### src/rtl/dump_pkg.sv
/*
 * Shared constants and types of the fast image dump framer.
 * Assumes a 100 MHz system clock and a register write strobe from the
 * serial port logic on that clock.
 */
package dump_pkg;

    localparam int unsigned CLK_MHZ         = 100;
    localparam int unsigned DUMP_CLK_MAX_MHZ = 24;
    localparam int unsigned DUMP_MS         = 500;
    localparam int unsigned BURSTS          = 64;
    localparam int unsigned FRAMES          = 3;
    localparam int unsigned PIXELS          = 361;
    localparam int unsigned ROW_LEN         = 19;
    localparam int unsigned SOF_CYCLES      = 4;
    localparam int unsigned DATA_CYCLES     = 4;
    localparam int unsigned PIX_W           = 8;
    localparam int unsigned FIFO_DEPTH      = 4;
    // Burst spacing so that all bursts together take the dump time
    localparam int unsigned BURST_PERIOD_CYC = DUMP_MS * 1000 * CLK_MHZ / BURSTS;

    localparam logic [6:0] REG_SOFT_RESET = 7'h3a;
    localparam logic [7:0] VAL_SOFT_RESET = 8'h5a;
    localparam logic [6:0] REG_DUMP_GO    = 7'h28;
    localparam logic [7:0] VAL_DUMP_GO    = 8'h01;
    localparam logic [6:0] REG_SETUP1     = 7'h11;
    localparam logic [7:0] VAL_SETUP1     = 8'h53;
    localparam logic [6:0] REG_SETUP2     = 7'h30;
    localparam logic [7:0] VAL_SETUP2     = 8'h13;
    localparam logic [6:0] REG_SETUP3     = 7'h2b;
    localparam logic [7:0] VAL_SETUP3     = 8'h30;
    localparam logic [6:0] REG_SETUP4     = 7'h2c;
    localparam logic [7:0] VAL_SETUP4     = 8'h13;
    localparam logic [2:0] SETUP_DONE     = 3'h5;

    // Pin symbols, {data pin, interrupt pin}
    localparam logic [1:0] SYM_SOF  = 2'h3;
    localparam logic [1:0] SYM_PBEG = 2'h1;
    localparam logic [1:0] SYM_PEND = 2'h2;
    localparam logic [1:0] SYM_EOF  = 2'h0;

    typedef enum logic [2:0] {
        ST_IDLE, ST_SOF, ST_PBEG, ST_PDAT, ST_PEND, ST_EOF, ST_GAP, ST_DONE
    } dump_state_e;

    typedef struct packed {
        logic       valid;
        logic [6:0] addr;
        logic [7:0] data;
    } reg_wr_s;

    typedef struct packed {
        logic sdo;
        logic irq;
    } dump_pins_s;

endpackage : dump_pkg

### src/rtl/fast_image_dump.sv
/*
 * Fast image dump framer: sends captured pixels out on the data and
 * interrupt pins, paced by the dump clock on the general-purpose pin.
 * Assumes register writes arrive as a one-cycle strobe on clk, and that
 * the pixel source pushes pixels in the address order it is told.
 */
`timescale 1ns/10ps
module fast_image_dump #(
    parameter int unsigned BURST_PERIOD = dump_pkg::BURST_PERIOD_CYC,
    parameter int unsigned FIFO_DEPTH   = dump_pkg::FIFO_DEPTH
) (
    input  wire logic                          clk,
    input  wire logic                          arst_n,
    input  wire dump_pkg::reg_wr_s             reg_wr,
    input  wire logic                          dump_clk_pin,
    input  wire logic                          pix_valid,
    input  wire logic [dump_pkg::PIX_W-1:0]    pix_data,
    output logic                               pix_ready,
    output logic [8:0]                         pix_addr,
    output dump_pkg::dump_pins_s               pins_o,
    output dump_pkg::dump_pins_s               pins_oe,
    output logic                               three_wire,
    output logic                               busy,
    output logic                               underrun
);
    localparam logic [8:0] LAST_PIX   = 9'(dump_pkg::PIXELS - 1);
    localparam logic [1:0] LAST_FRAME = 2'(dump_pkg::FRAMES - 1);
    localparam logic [6:0] LAST_BURST = 7'(dump_pkg::BURSTS - 1);
    localparam logic [1:0] LAST_SOF   = 2'(dump_pkg::SOF_CYCLES - 1);
    localparam logic [1:0] LAST_DATA  = 2'(dump_pkg::DATA_CYCLES - 1);
    localparam int unsigned GW = $clog2(BURST_PERIOD + 1);
    localparam logic [GW-1:0] LAST_GAP = GW'(BURST_PERIOD - 1);

    ////////////////////////////////////////////////////////////////////
    // Dump clock pin sampling and edge finding

    logic sync1_r;
    logic sync2_r;
    logic sync3_r;
    logic tick;

    always_ff @(posedge clk or negedge arst_n) begin
        if (!arst_n) begin
            sync1_r <= 1'b0;
            sync2_r <= 1'b0;
            sync3_r <= 1'b0;
        end else begin
            sync1_r <= dump_clk_pin;
            sync2_r <= sync1_r;
            sync3_r <= sync2_r;
        end
    end

    // Rising edge of the dump clock; host samples on the falling one
    assign tick = sync2_r && !sync3_r;

    ////////////////////////////////////////////////////////////////////
    // Setup sequence tracking and mode

    logic       soft_rst;
    logic       go_wr;
    logic [2:0] setup_r;
    logic [2:0] setup_nxt;
    logic       three_r;
    logic       three_nxt;

    function automatic logic step_match(input logic [2:0] step,
                                        input dump_pkg::reg_wr_s wr);
        unique case (step)
            3'h1: step_match = wr.addr == dump_pkg::REG_SETUP1 &&
                               wr.data == dump_pkg::VAL_SETUP1;
            3'h2: step_match = wr.addr == dump_pkg::REG_SETUP2 &&
                               wr.data == dump_pkg::VAL_SETUP2;
            3'h3: step_match = wr.addr == dump_pkg::REG_SETUP3 &&
                               wr.data == dump_pkg::VAL_SETUP3;
            3'h4: step_match = wr.addr == dump_pkg::REG_SETUP4 &&
                               wr.data == dump_pkg::VAL_SETUP4;
            default: step_match = 1'b0;
        endcase
    endfunction : step_match

    assign soft_rst = reg_wr.valid && reg_wr.addr == dump_pkg::REG_SOFT_RESET &&
                      reg_wr.data == dump_pkg::VAL_SOFT_RESET;
    assign go_wr    = reg_wr.valid && reg_wr.addr == dump_pkg::REG_DUMP_GO &&
                      reg_wr.data == dump_pkg::VAL_DUMP_GO;

    dump_pkg::dump_state_e st_r;
    dump_pkg::dump_state_e st_nxt;
    logic                  start;

    // Start only from idle with the whole setup sequence seen
    assign start = go_wr && setup_r == dump_pkg::SETUP_DONE &&
                   st_r == dump_pkg::ST_IDLE;

    always_comb begin
        setup_nxt = setup_r;
        three_nxt = three_r;
        if (soft_rst) begin
            setup_nxt = 3'h1;
            three_nxt = 1'b0;
        end else if (start) begin
            setup_nxt = 3'h0;
            three_nxt = 1'b1;
        end else if (reg_wr.valid && step_match(setup_r, reg_wr)) begin
            setup_nxt = setup_r + 3'h1;
        end
    end

    always_ff @(posedge clk or negedge arst_n) begin
        if (!arst_n) begin
            setup_r <= 3'h0;
            three_r <= 1'b0;
        end else begin
            setup_r <= setup_nxt;
            three_r <= three_nxt;
        end
    end

    ////////////////////////////////////////////////////////////////////
    // Pixel buffer and source addressing

    logic                       fifo_ready;
    logic                       fifo_valid;
    logic [dump_pkg::PIX_W-1:0] fifo_data;
    logic                       pop;
    logic [8:0]                 src_r;
    logic [8:0]                 src_nxt;

    dump_fifo #(
        .WIDTH (dump_pkg::PIX_W),
        .DEPTH (FIFO_DEPTH)
    ) u_fifo (
        .clk       (clk),
        .arst_n    (arst_n),
        .in_valid  (pix_valid && three_r),
        .in_data   (pix_data),
        .in_ready  (fifo_ready),
        .out_valid (fifo_valid),
        .out_data  (fifo_data),
        .out_ready (pop)
    );

    // Source is asked for pixels row by row, left to right
    always_comb begin
        src_nxt = src_r;
        if (soft_rst || start) begin
            src_nxt = 9'h0;
        end else if (pix_valid && pix_ready && three_r) begin
            src_nxt = (src_r == LAST_PIX) ? 9'h0 : src_r + 9'h1;
        end
    end

    always_ff @(posedge clk or negedge arst_n) begin
        if (!arst_n) begin
            src_r <= 9'h0;
        end else begin
            src_r <= src_nxt;
        end
    end

    // Ready only while a push is really taken, so the source never loses a pixel
    assign pix_ready = fifo_ready && three_r;
    assign pix_addr  = src_r;

    ////////////////////////////////////////////////////////////////////
    // Framing state machine

    logic [1:0]                 sub_r, sub_nxt;
    logic [8:0]                 pix_r, pix_nxt;
    logic [1:0]                 frm_r, frm_nxt;
    logic [6:0]                 bst_r, bst_nxt;
    logic [GW-1:0]              gap_r, gap_nxt;
    logic [dump_pkg::PIX_W-1:0] shf_r, shf_nxt;
    logic [1:0]                 sym_r, sym_nxt;
    logic                       und_r, und_nxt;

    assign pop = tick && st_r == dump_pkg::ST_PBEG && fifo_valid && !soft_rst;

    always_comb begin
        st_nxt  = st_r;
        sub_nxt = sub_r;
        pix_nxt = pix_r;
        frm_nxt = frm_r;
        bst_nxt = bst_r;
        shf_nxt = shf_r;
        sym_nxt = sym_r;
        und_nxt = und_r;
        // Burst period timer runs through bursts and gaps alike
        gap_nxt = (gap_r == LAST_GAP) ? '0 : gap_r + 1'b1;
        if (st_r == dump_pkg::ST_IDLE || st_r == dump_pkg::ST_DONE) begin
            gap_nxt = '0;
        end
        if (soft_rst) begin
            st_nxt  = dump_pkg::ST_IDLE;
            sym_nxt = dump_pkg::SYM_EOF;
            und_nxt = 1'b0;
        end else if (start) begin
            st_nxt  = dump_pkg::ST_SOF;
            sub_nxt = 2'h0;
            pix_nxt = 9'h0;
            frm_nxt = 2'h0;
            bst_nxt = 7'h0;
            gap_nxt = '0;
            und_nxt = 1'b0;
        end else if (st_r == dump_pkg::ST_GAP) begin
            if (gap_r == LAST_GAP) begin
                st_nxt = dump_pkg::ST_SOF;
            end
        end else if (tick) begin
            unique case (st_r)
                dump_pkg::ST_SOF: begin
                    sym_nxt = dump_pkg::SYM_SOF;
                    sub_nxt = sub_r + 2'h1;
                    if (sub_r == LAST_SOF) begin
                        st_nxt  = dump_pkg::ST_PBEG;
                        sub_nxt = 2'h0;
                    end
                end
                dump_pkg::ST_PBEG: begin
                    sym_nxt = dump_pkg::SYM_PBEG;
                    shf_nxt = fifo_valid ? fifo_data : '0;
                    und_nxt = und_r || !fifo_valid;
                    st_nxt  = dump_pkg::ST_PDAT;
                end
                dump_pkg::ST_PDAT: begin
                    // Both nibbles leave MSB first, one bit of each per cycle
                    sym_nxt = {shf_r[7], shf_r[3]};
                    shf_nxt = {shf_r[6:4], 1'b0, shf_r[2:0], 1'b0};
                    sub_nxt = sub_r + 2'h1;
                    if (sub_r == LAST_DATA) begin
                        st_nxt  = dump_pkg::ST_PEND;
                        sub_nxt = 2'h0;
                    end
                end
                dump_pkg::ST_PEND: begin
                    sym_nxt = dump_pkg::SYM_PEND;
                    if (pix_r == LAST_PIX) begin
                        st_nxt = dump_pkg::ST_EOF;
                    end else begin
                        pix_nxt = pix_r + 9'h1;
                        st_nxt  = dump_pkg::ST_PBEG;
                    end
                end
                dump_pkg::ST_EOF: begin
                    sym_nxt = dump_pkg::SYM_EOF;
                    pix_nxt = 9'h0;
                    if (frm_r != LAST_FRAME) begin
                        frm_nxt = frm_r + 2'h1;
                        st_nxt  = dump_pkg::ST_SOF;
                    end else if (bst_r != LAST_BURST) begin
                        frm_nxt = 2'h0;
                        bst_nxt = bst_r + 7'h1;
                        st_nxt  = dump_pkg::ST_GAP;
                    end else begin
                        st_nxt = dump_pkg::ST_DONE;
                    end
                end
                default: begin
                    sym_nxt = sym_r;
                end
            endcase
        end
    end

    always_ff @(posedge clk or negedge arst_n) begin
        if (!arst_n) begin
            st_r  <= dump_pkg::ST_IDLE;
            sub_r <= 2'h0;
            pix_r <= 9'h0;
            frm_r <= 2'h0;
            bst_r <= 7'h0;
            gap_r <= '0;
            shf_r <= '0;
            sym_r <= dump_pkg::SYM_EOF;
            und_r <= 1'b0;
        end else begin
            st_r  <= st_nxt;
            sub_r <= sub_nxt;
            pix_r <= pix_nxt;
            frm_r <= frm_nxt;
            bst_r <= bst_nxt;
            gap_r <= gap_nxt;
            shf_r <= shf_nxt;
            sym_r <= sym_nxt;
            und_r <= und_nxt;
        end
    end

    ////////////////////////////////////////////////////////////////////
    // Pin drive

    assign pins_o.sdo  = sym_r[1];
    assign pins_o.irq  = sym_r[0];
    assign pins_oe.sdo = three_r;
    assign pins_oe.irq = three_r;
    assign three_wire  = three_r;
    assign busy        = st_r != dump_pkg::ST_IDLE && st_r != dump_pkg::ST_DONE;
    assign underrun    = und_r;
endmodule : fast_image_dump

### src/rtl/dump_fifo.sv
/*
 * Small flop-based FIFO with valid/ready on both sides.
 * Assumes both sides run on the same clock.
 */
`timescale 1ns/10ps
module dump_fifo #(
    parameter int unsigned WIDTH = 8,
    parameter int unsigned DEPTH = 4
) (
    input  wire logic             clk,
    input  wire logic             arst_n,
    input  wire logic             in_valid,
    input  wire logic [WIDTH-1:0] in_data,
    output logic                  in_ready,
    output logic                  out_valid,
    output logic      [WIDTH-1:0] out_data,
    input  wire logic             out_ready
);
    localparam int unsigned AW = (DEPTH > 1) ? $clog2(DEPTH) : 1;

    logic [WIDTH-1:0] mem_r [DEPTH];
    logic [WIDTH-1:0] mem_nxt [DEPTH];
    logic [AW:0]      wr_r, wr_nxt;
    logic [AW:0]      rd_r, rd_nxt;
    logic             push;
    logic             pop;

    assign in_ready  = (wr_r - rd_r) != (AW + 1)'(DEPTH);
    assign out_valid = wr_r != rd_r;
    assign push      = in_valid && in_ready;
    assign pop       = out_valid && out_ready;
    assign out_data  = mem_r[rd_r[AW-1:0]];

    always_comb begin
        mem_nxt = mem_r;
        wr_nxt  = wr_r;
        rd_nxt  = rd_r;
        if (push) begin
            mem_nxt[wr_r[AW-1:0]] = in_data;
            wr_nxt = (wr_r[AW-1:0] == AW'(DEPTH - 1)) ?
                     {~wr_r[AW], {AW{1'b0}}} : wr_r + 1'b1;
        end
        if (pop) begin
            rd_nxt = (rd_r[AW-1:0] == AW'(DEPTH - 1)) ?
                     {~rd_r[AW], {AW{1'b0}}} : rd_r + 1'b1;
        end
    end

    always_ff @(posedge clk or negedge arst_n) begin
        if (!arst_n) begin
            for (int i = 0; i < DEPTH; i++) begin
                mem_r[i] <= '0;
            end
            wr_r <= '0;
            rd_r <= '0;
        end else begin
            mem_r <= mem_nxt;
            wr_r  <= wr_nxt;
            rd_r  <= rd_nxt;
        end
    end

endmodule : dump_fifo

### config.mk
export PLATFORM = sky130hd
export DESIGN_NAME = fast_image_dump
export DESIGN_NICKNAME = d
export VERILOG_FILES = /design/src/rtl/dump_pkg.sv /design/src/rtl/fast_image_dump.sv /design/src/rtl/dump_fifo.sv
export SDC_FILE = /design/constraint.sdc
export NUM_CORES = 1
export LEC_CHECK = 0
export ABC_AREA = 1
export BUFFER_PORTS_ARGS = -buffer_cell sky130_fd_sc_hd__buf_2
export CAP_MARGIN = 30
export CELL_PAD_IN_SITES_DETAIL_PLACEMENT = 0
export CELL_PAD_IN_SITES_GLOBAL_PLACEMENT = 2
export CORE_ASPECT_RATIO = 0.8
export CORE_UTILIZATION = 38
export DETAILED_ROUTE_END_ITERATION = 7
export PLACE_DENSITY = 0.85
export SYNTH_ARGS = -nofsm -noshare
export SYNTH_HDL_FRONTEND = slang
export SYNTH_SLANG_ARGS = --single-unit
### constraint.sdc
create_clock -name clk -period 4.4 [get_ports clk]
set_clock_uncertainty 0.1 [all_clocks]
set_input_delay 0.88 -clock clk [delete_from_list [all_inputs] [get_ports clk]]
set_output_delay 0.88 -clock clk [all_outputs]
set_load 0.1 [all_outputs]
Word level (Yosys, flattened, before mapping). Index checks and enable logic that the tools add are counted.

Register bits: 108. Bits of input ports: 28. Output and inout port bits: 17. Logic and storage cells: 208.

Add/sub/neg operators: 10. Order comparisons: 3. Equality and inequality tests: 43. Mux-type cells: 68. Bitwise operators: 7. Reductions and logical operators: 56.

Operators with widths (number): $mux W20 (4); $mux W9 (7); $mux W3 (14); $mux W7 (6); $eq A7 B6 Y1 const B (5); $bwmux W32 (1); $mux W8 (4); $mux W2 (15); $logic_and A1 B1 Y1 (23); $add A20 B1 Y20 const B (1); $eq A20 B20 Y1 const B (1); $reduce_and A5 Y1 (4); $add A9 B1 Y9 const B (2); $eq A3 B3 Y1 const B (6); $eq A9 B9 Y1 const B (2); $pmux W9 S2 (1); $reduce_bool A3 Y1 (6); $bmux W8 S2 (1); $demux W8 S2 (1); $eq A8 B7 Y1 const B (2); $pmux W8 S2 (1); $reduce_bool A2 Y1 (8); $pmux W3 S5 (1); $eq A3 B2 Y1 const B (4); 33 further kinds (67).

Longest topological paths before layout.
Word-level depth: 11. Gate-level depth with buffers: 13. Gate-level depth less buffers: 13.

Hierarchy. Synthesis repeated with hierarchy kept, for this count alone.

Cell total of the unflattened synthesis: 846. Area, all modules: 6552.5 µm².

By module, submodules not included: fast_image_dump (instances 1, cells an instance 607, area an instance 4575.6 µm², seq. area each 1751.7 µm²); dump_fifo (instances 1, cells an instance 239, area an instance 1976.9 µm², seq. area each 950.9 µm²).

Worst setup path after synthesis. OpenSTA, ideal clock, no wires.

Path type: register to output. Start: register u_fifo.rd_r[1]. End: output pix_ready. Arrival: 2.134 ns. Required time: 3.420 ns. Slack: 1.286 ns. Cell stages (with the launch flop): 10. Path buffers: 1. Path through: dfrtp_1 clkbuf_1 clkinv_1 ha_1 inv_1 o21bai_1 nand2_1 nand3b_4 nand2_1 inv_1.

Longest elaborated chain between the ends: 3.

Ends and longest elaborated chain: from (decl) (RTL line dump_fifo.sv:24) `logic [AW:0] rd_r, rd_nxt;`; from (signal assigned) (RTL line dump_fifo.sv:59) `rd_r <= rd_nxt;`; $sub A3 B3 Y3 (RTL line dump_fifo.sv:28) `assign in_ready = (wr_r - rd_r) != (AW + 1)'(DEPTH);`; $ne A3 B3 Y1 (RTL line dump_fifo.sv:28); $logic_and A1 B1 Y1 (RTL line fast_image_dump.sv:162) `assign pix_ready = fifo_ready && three_r;`; to (decl) (RTL line fast_image_dump.sv:18) `output logic pix_ready,`.

Every way passes these cells.

Final worst setup path. Same ends and word-level chain as after synthesis.

==> summary.txt <==
Global route
  – Global-route wire length before repair: around 26,000 µm
  – Vias in the first global route: approximately 5,100
  – Total GRT Usage: a little under a fifth
  – Remaining global-route overflow: 0
  – Initial antenna violation count: 0
  – Largest net degree at the start of global routing: between 40 and 50

Yosys
  – Async set-reset flop share out of synthesis: 100%
  – Synth unique cells: 38
  – YS warnings: 0
  – Share of the synthesized area in the top cell type: between 40% and 50%
  – Post-Syn Nets: 880
  – Area leader, netlist: dfrtp_1
  – Top post-synthesis cells by area: dfrtp_1 (43%), nand2_1 (12%), nor2_1 (6.0%)
  – Post-synth EDFFs: 0
  – Most common cell in the netlist: nand2_1
  – Cells after Synth: between 800 and 900
  – Cell Area, Synth: between 6000 and 7000 µm²
  – Most instantiated cells after synthesis: nand2_1 (201), dfrtp_1 (108), nor2_1 (100), inv_1 (97), nand3_1 (59)
  – Yosys reg bits: between 100 and 150
  – Post-synth top flop: dfrtp_1
  – Sequential fraction of the synthesis area: around 43%
  – Mapped Avg Cell Area: roughly 7.5 µm²

Floorplan
  – I/O pin cnt: 45
  – Die area: about 17,000 µm²
  – Core area: about 16,000 µm²
  – Starting Density: slightly below 40%
  – Die Y: ~120 µm
  – Die width: roughly 150 µm
  – # rows: 41

Setup path
  – CP Buf/Inv Count: 4
  – Arrival time at the worst endpoint: about 2600 ps
  – CP Capture Type: output port
  – Slowest Stage Delay on Critical Path: 520 ps
  – CP max-delay cell: dfrtp_1
  – Crit start category: register
  – Crit path cell chain: clkinv_1, ha_1, inv_1, o21bai_1, nand2_1, nand3b_4, nand2_1, inv_1, buf_2
  – Critical Path RT: ~3400 ps
  – Critical path class: reg -> out
  – CP Max Fanout: 10
  – Delay-heaviest family, CP: buffers and inverters

STA
  – Fin. Hold Viols: 0
  – Setup TNS Final: 0 ps
  – Fin. max-slew vios: 0
  – Fmax: ~280 MHz
  – Worst Max-Slew Pin Slew: about 970 ps
  – Tcrit/Tclk final: 81.7%
  – Final Setup Violations: 0
  – RSZ-0062 raised after global routing: false
  – Slew margin rel.: between 30% and 40%
  – Time the worst path needs with I/O delays and setup: around 3600 ps

Detailed routing
  – Routed len/inst: roughly 14 µm
  – Antenna Nets Post-Route: 0
  – Top routing layer in use: met4
  – Via count: around 5,300
  – Starting DRT DRC Count: around 310
  – Met2 WL: approximately 6300 µm
  – Met3 WL: ~670 µm
  – Routed wire length: between 10,000 and 15,000 µm
  – Drt drc: 0
  – DR pass1 iterations: 5
  – Via-to-Cell Ratio: 4.89
  – Met1 WL: 7890 µm

Clocking
  – Total CTS buffers: 9
  – Postcts setup bufs: 0
  – TritonCTS clock tree: done
  – Clock transition at path regs: 80 ps
  – CTS Buffer Depth: 2
  – Clk_lat worst skew: between 300 and 400 ps
  – CTS root buffer: clkbuf_16
  – Clock Sinks: about 110
  – # hold bufs at CTS: 0
  – Cts repair resizes: 0
  – H-tree levels: 3

Finish
  – Multi-input gate area: approximately 3000 µm²
  – Final Net Count: 920
  – Register area: 2700 µm²
  – Final cell count without fillers: roughly 1,100
  – Layout cell share with drive strength beyond 1: between 10% and 20%
  – Fill cells: roughly 1,600
  – Antenna cells: 0
  – Area grow syn2layout: 11.6%

Placed design
  – Port bufs: 44
  – Routability cong.: just under 0.9
  – Post-DP HPWL: around 11,000 µm
  – Placed cells: 1,074

Power
  – PD cells: 423 nW/µm²
  – LEAKAGE: approximately 0.0034 µW
  – VDD IR max: between 0.00015 and 0.0002 V

Worst hold path
  – Hold Crit Class: reg -> reg

Run status
  – Run status: complete, no violations

Run
  – Max_cap viols: 0
==> power by group <==
group          internal (µW)  switching (µW)
Combinational            283             622
Sequential              1100             110
Clock                    405             435
Total                   1780            1170
==> cell families after synthesis <==
family,after synthesis,share of synthesized area [%]
XOR/XNOR,25,3.50
AO/OA/AOI/OAI,105,8.86
adder cells (fa/ha/maj),22,4.40
AND/OR/NAND/NOR,443,31.8
buffers and inverters,127,8.24
flip-flops,108,43.2
==> metrics by stage <==
stage | power [µW] | setup WS [ps] | hold slack, ps | util (%) | instance area (µm²)
after floorplan | 1910 | 1290 | 231 | - | 6250
after CTS | 2990 | 794 | 258 | 43.9 | 6980
final | 2950 | 804 | 254 | 43.9 | 6980
after detailed placement | 2140 | 1200 | 238 | 42.0 | 6680
after global routing | 3170 | 618 | 261 | 43.9 | 6980
after global placement | 2130 | 1300 | 235 | 41.9 | 6660
==> worst paths after layout <==
path	start	to	slack (ps)	depth (start not counted)
worst max-delay path	u_fifo.rd_r[1]	pix_ready	800	9
worst min-delay path	sync1_r	sync2_r	250	0
worst max register to register	u_fifo.rd_r[1]	u_fifo.wr_r[2]	1690	10
worst min register to register	sync1_r	sync2_r	250	0
max in group asynchronous	arst_n	u_fifo.mem_r[10]	2880	3
min in group asynchronous	arst_n	pix_addr[4]	370	1
==> per-layer routing <==
metal  global-route usage (%)  up-vias
li1                         -     2752
met1                     27.1     2463
met2                     29.5      105
met3                     4.80       12
met4                     4.28        0
met5                        0        -
==> sequential cells by signal, indices dropped and copies added (netlist names), 7 cells and up <==
name,cells
pix_r,9
gap_r,20
u_fifo.mem_r,32
shf_r,8
bst_r,7
pix_addr,9
==> layout make-up <==
class	instances	area share [%]
multi-input combinational	595	43.5
sequential	108	38.7
inverter	109	5.90
tap	215	3.85
timing repair buffer	47	3.69
clock buffer	9	3.23
clock inverter	7	1.11
==> cells in the final DEF, fill, tap and decap left out, types with 2 or more instances in the layout <==
cell type | synthesis | routed
nor2_4 | 4 | 4
nor4_1 | 4 | 4
inv_2 | 10 | 10
nand2_1 | 201 | 201
nand3b_1 | 2 | 2
nand2_4 | 2 | 2
buf_2 | 8 | 43
nor2_2 | 7 | 7
clkbuf_16 | 0 | 9
nand3_1 | 59 | 59
nand4_1 | 21 | 21
nor2_1 | 100 | 100
nor3_2 | 2 | 2
xor2_1 | 18 | 18
a21oi_1 | 10 | 10
o21ai_0 | 34 | 34
buf_4 | 5 | 3
a221oi_1 | 2 | 2
clkinv_8 | 0 | 2
dfrtp_1 | 108 | 108
a211oi_1 | 2 | 2
nand2_2 | 11 | 11
nor3b_1 | 2 | 2
xnor2_1 | 7 | 7
o22ai_1 | 6 | 6
inv_6 | 0 | 3
nor3_1 | 25 | 25
ha_1 | 22 | 22
o21ai_1 | 47 | 47
inv_1 | 97 | 97
(Power assumes the default switching activity.)
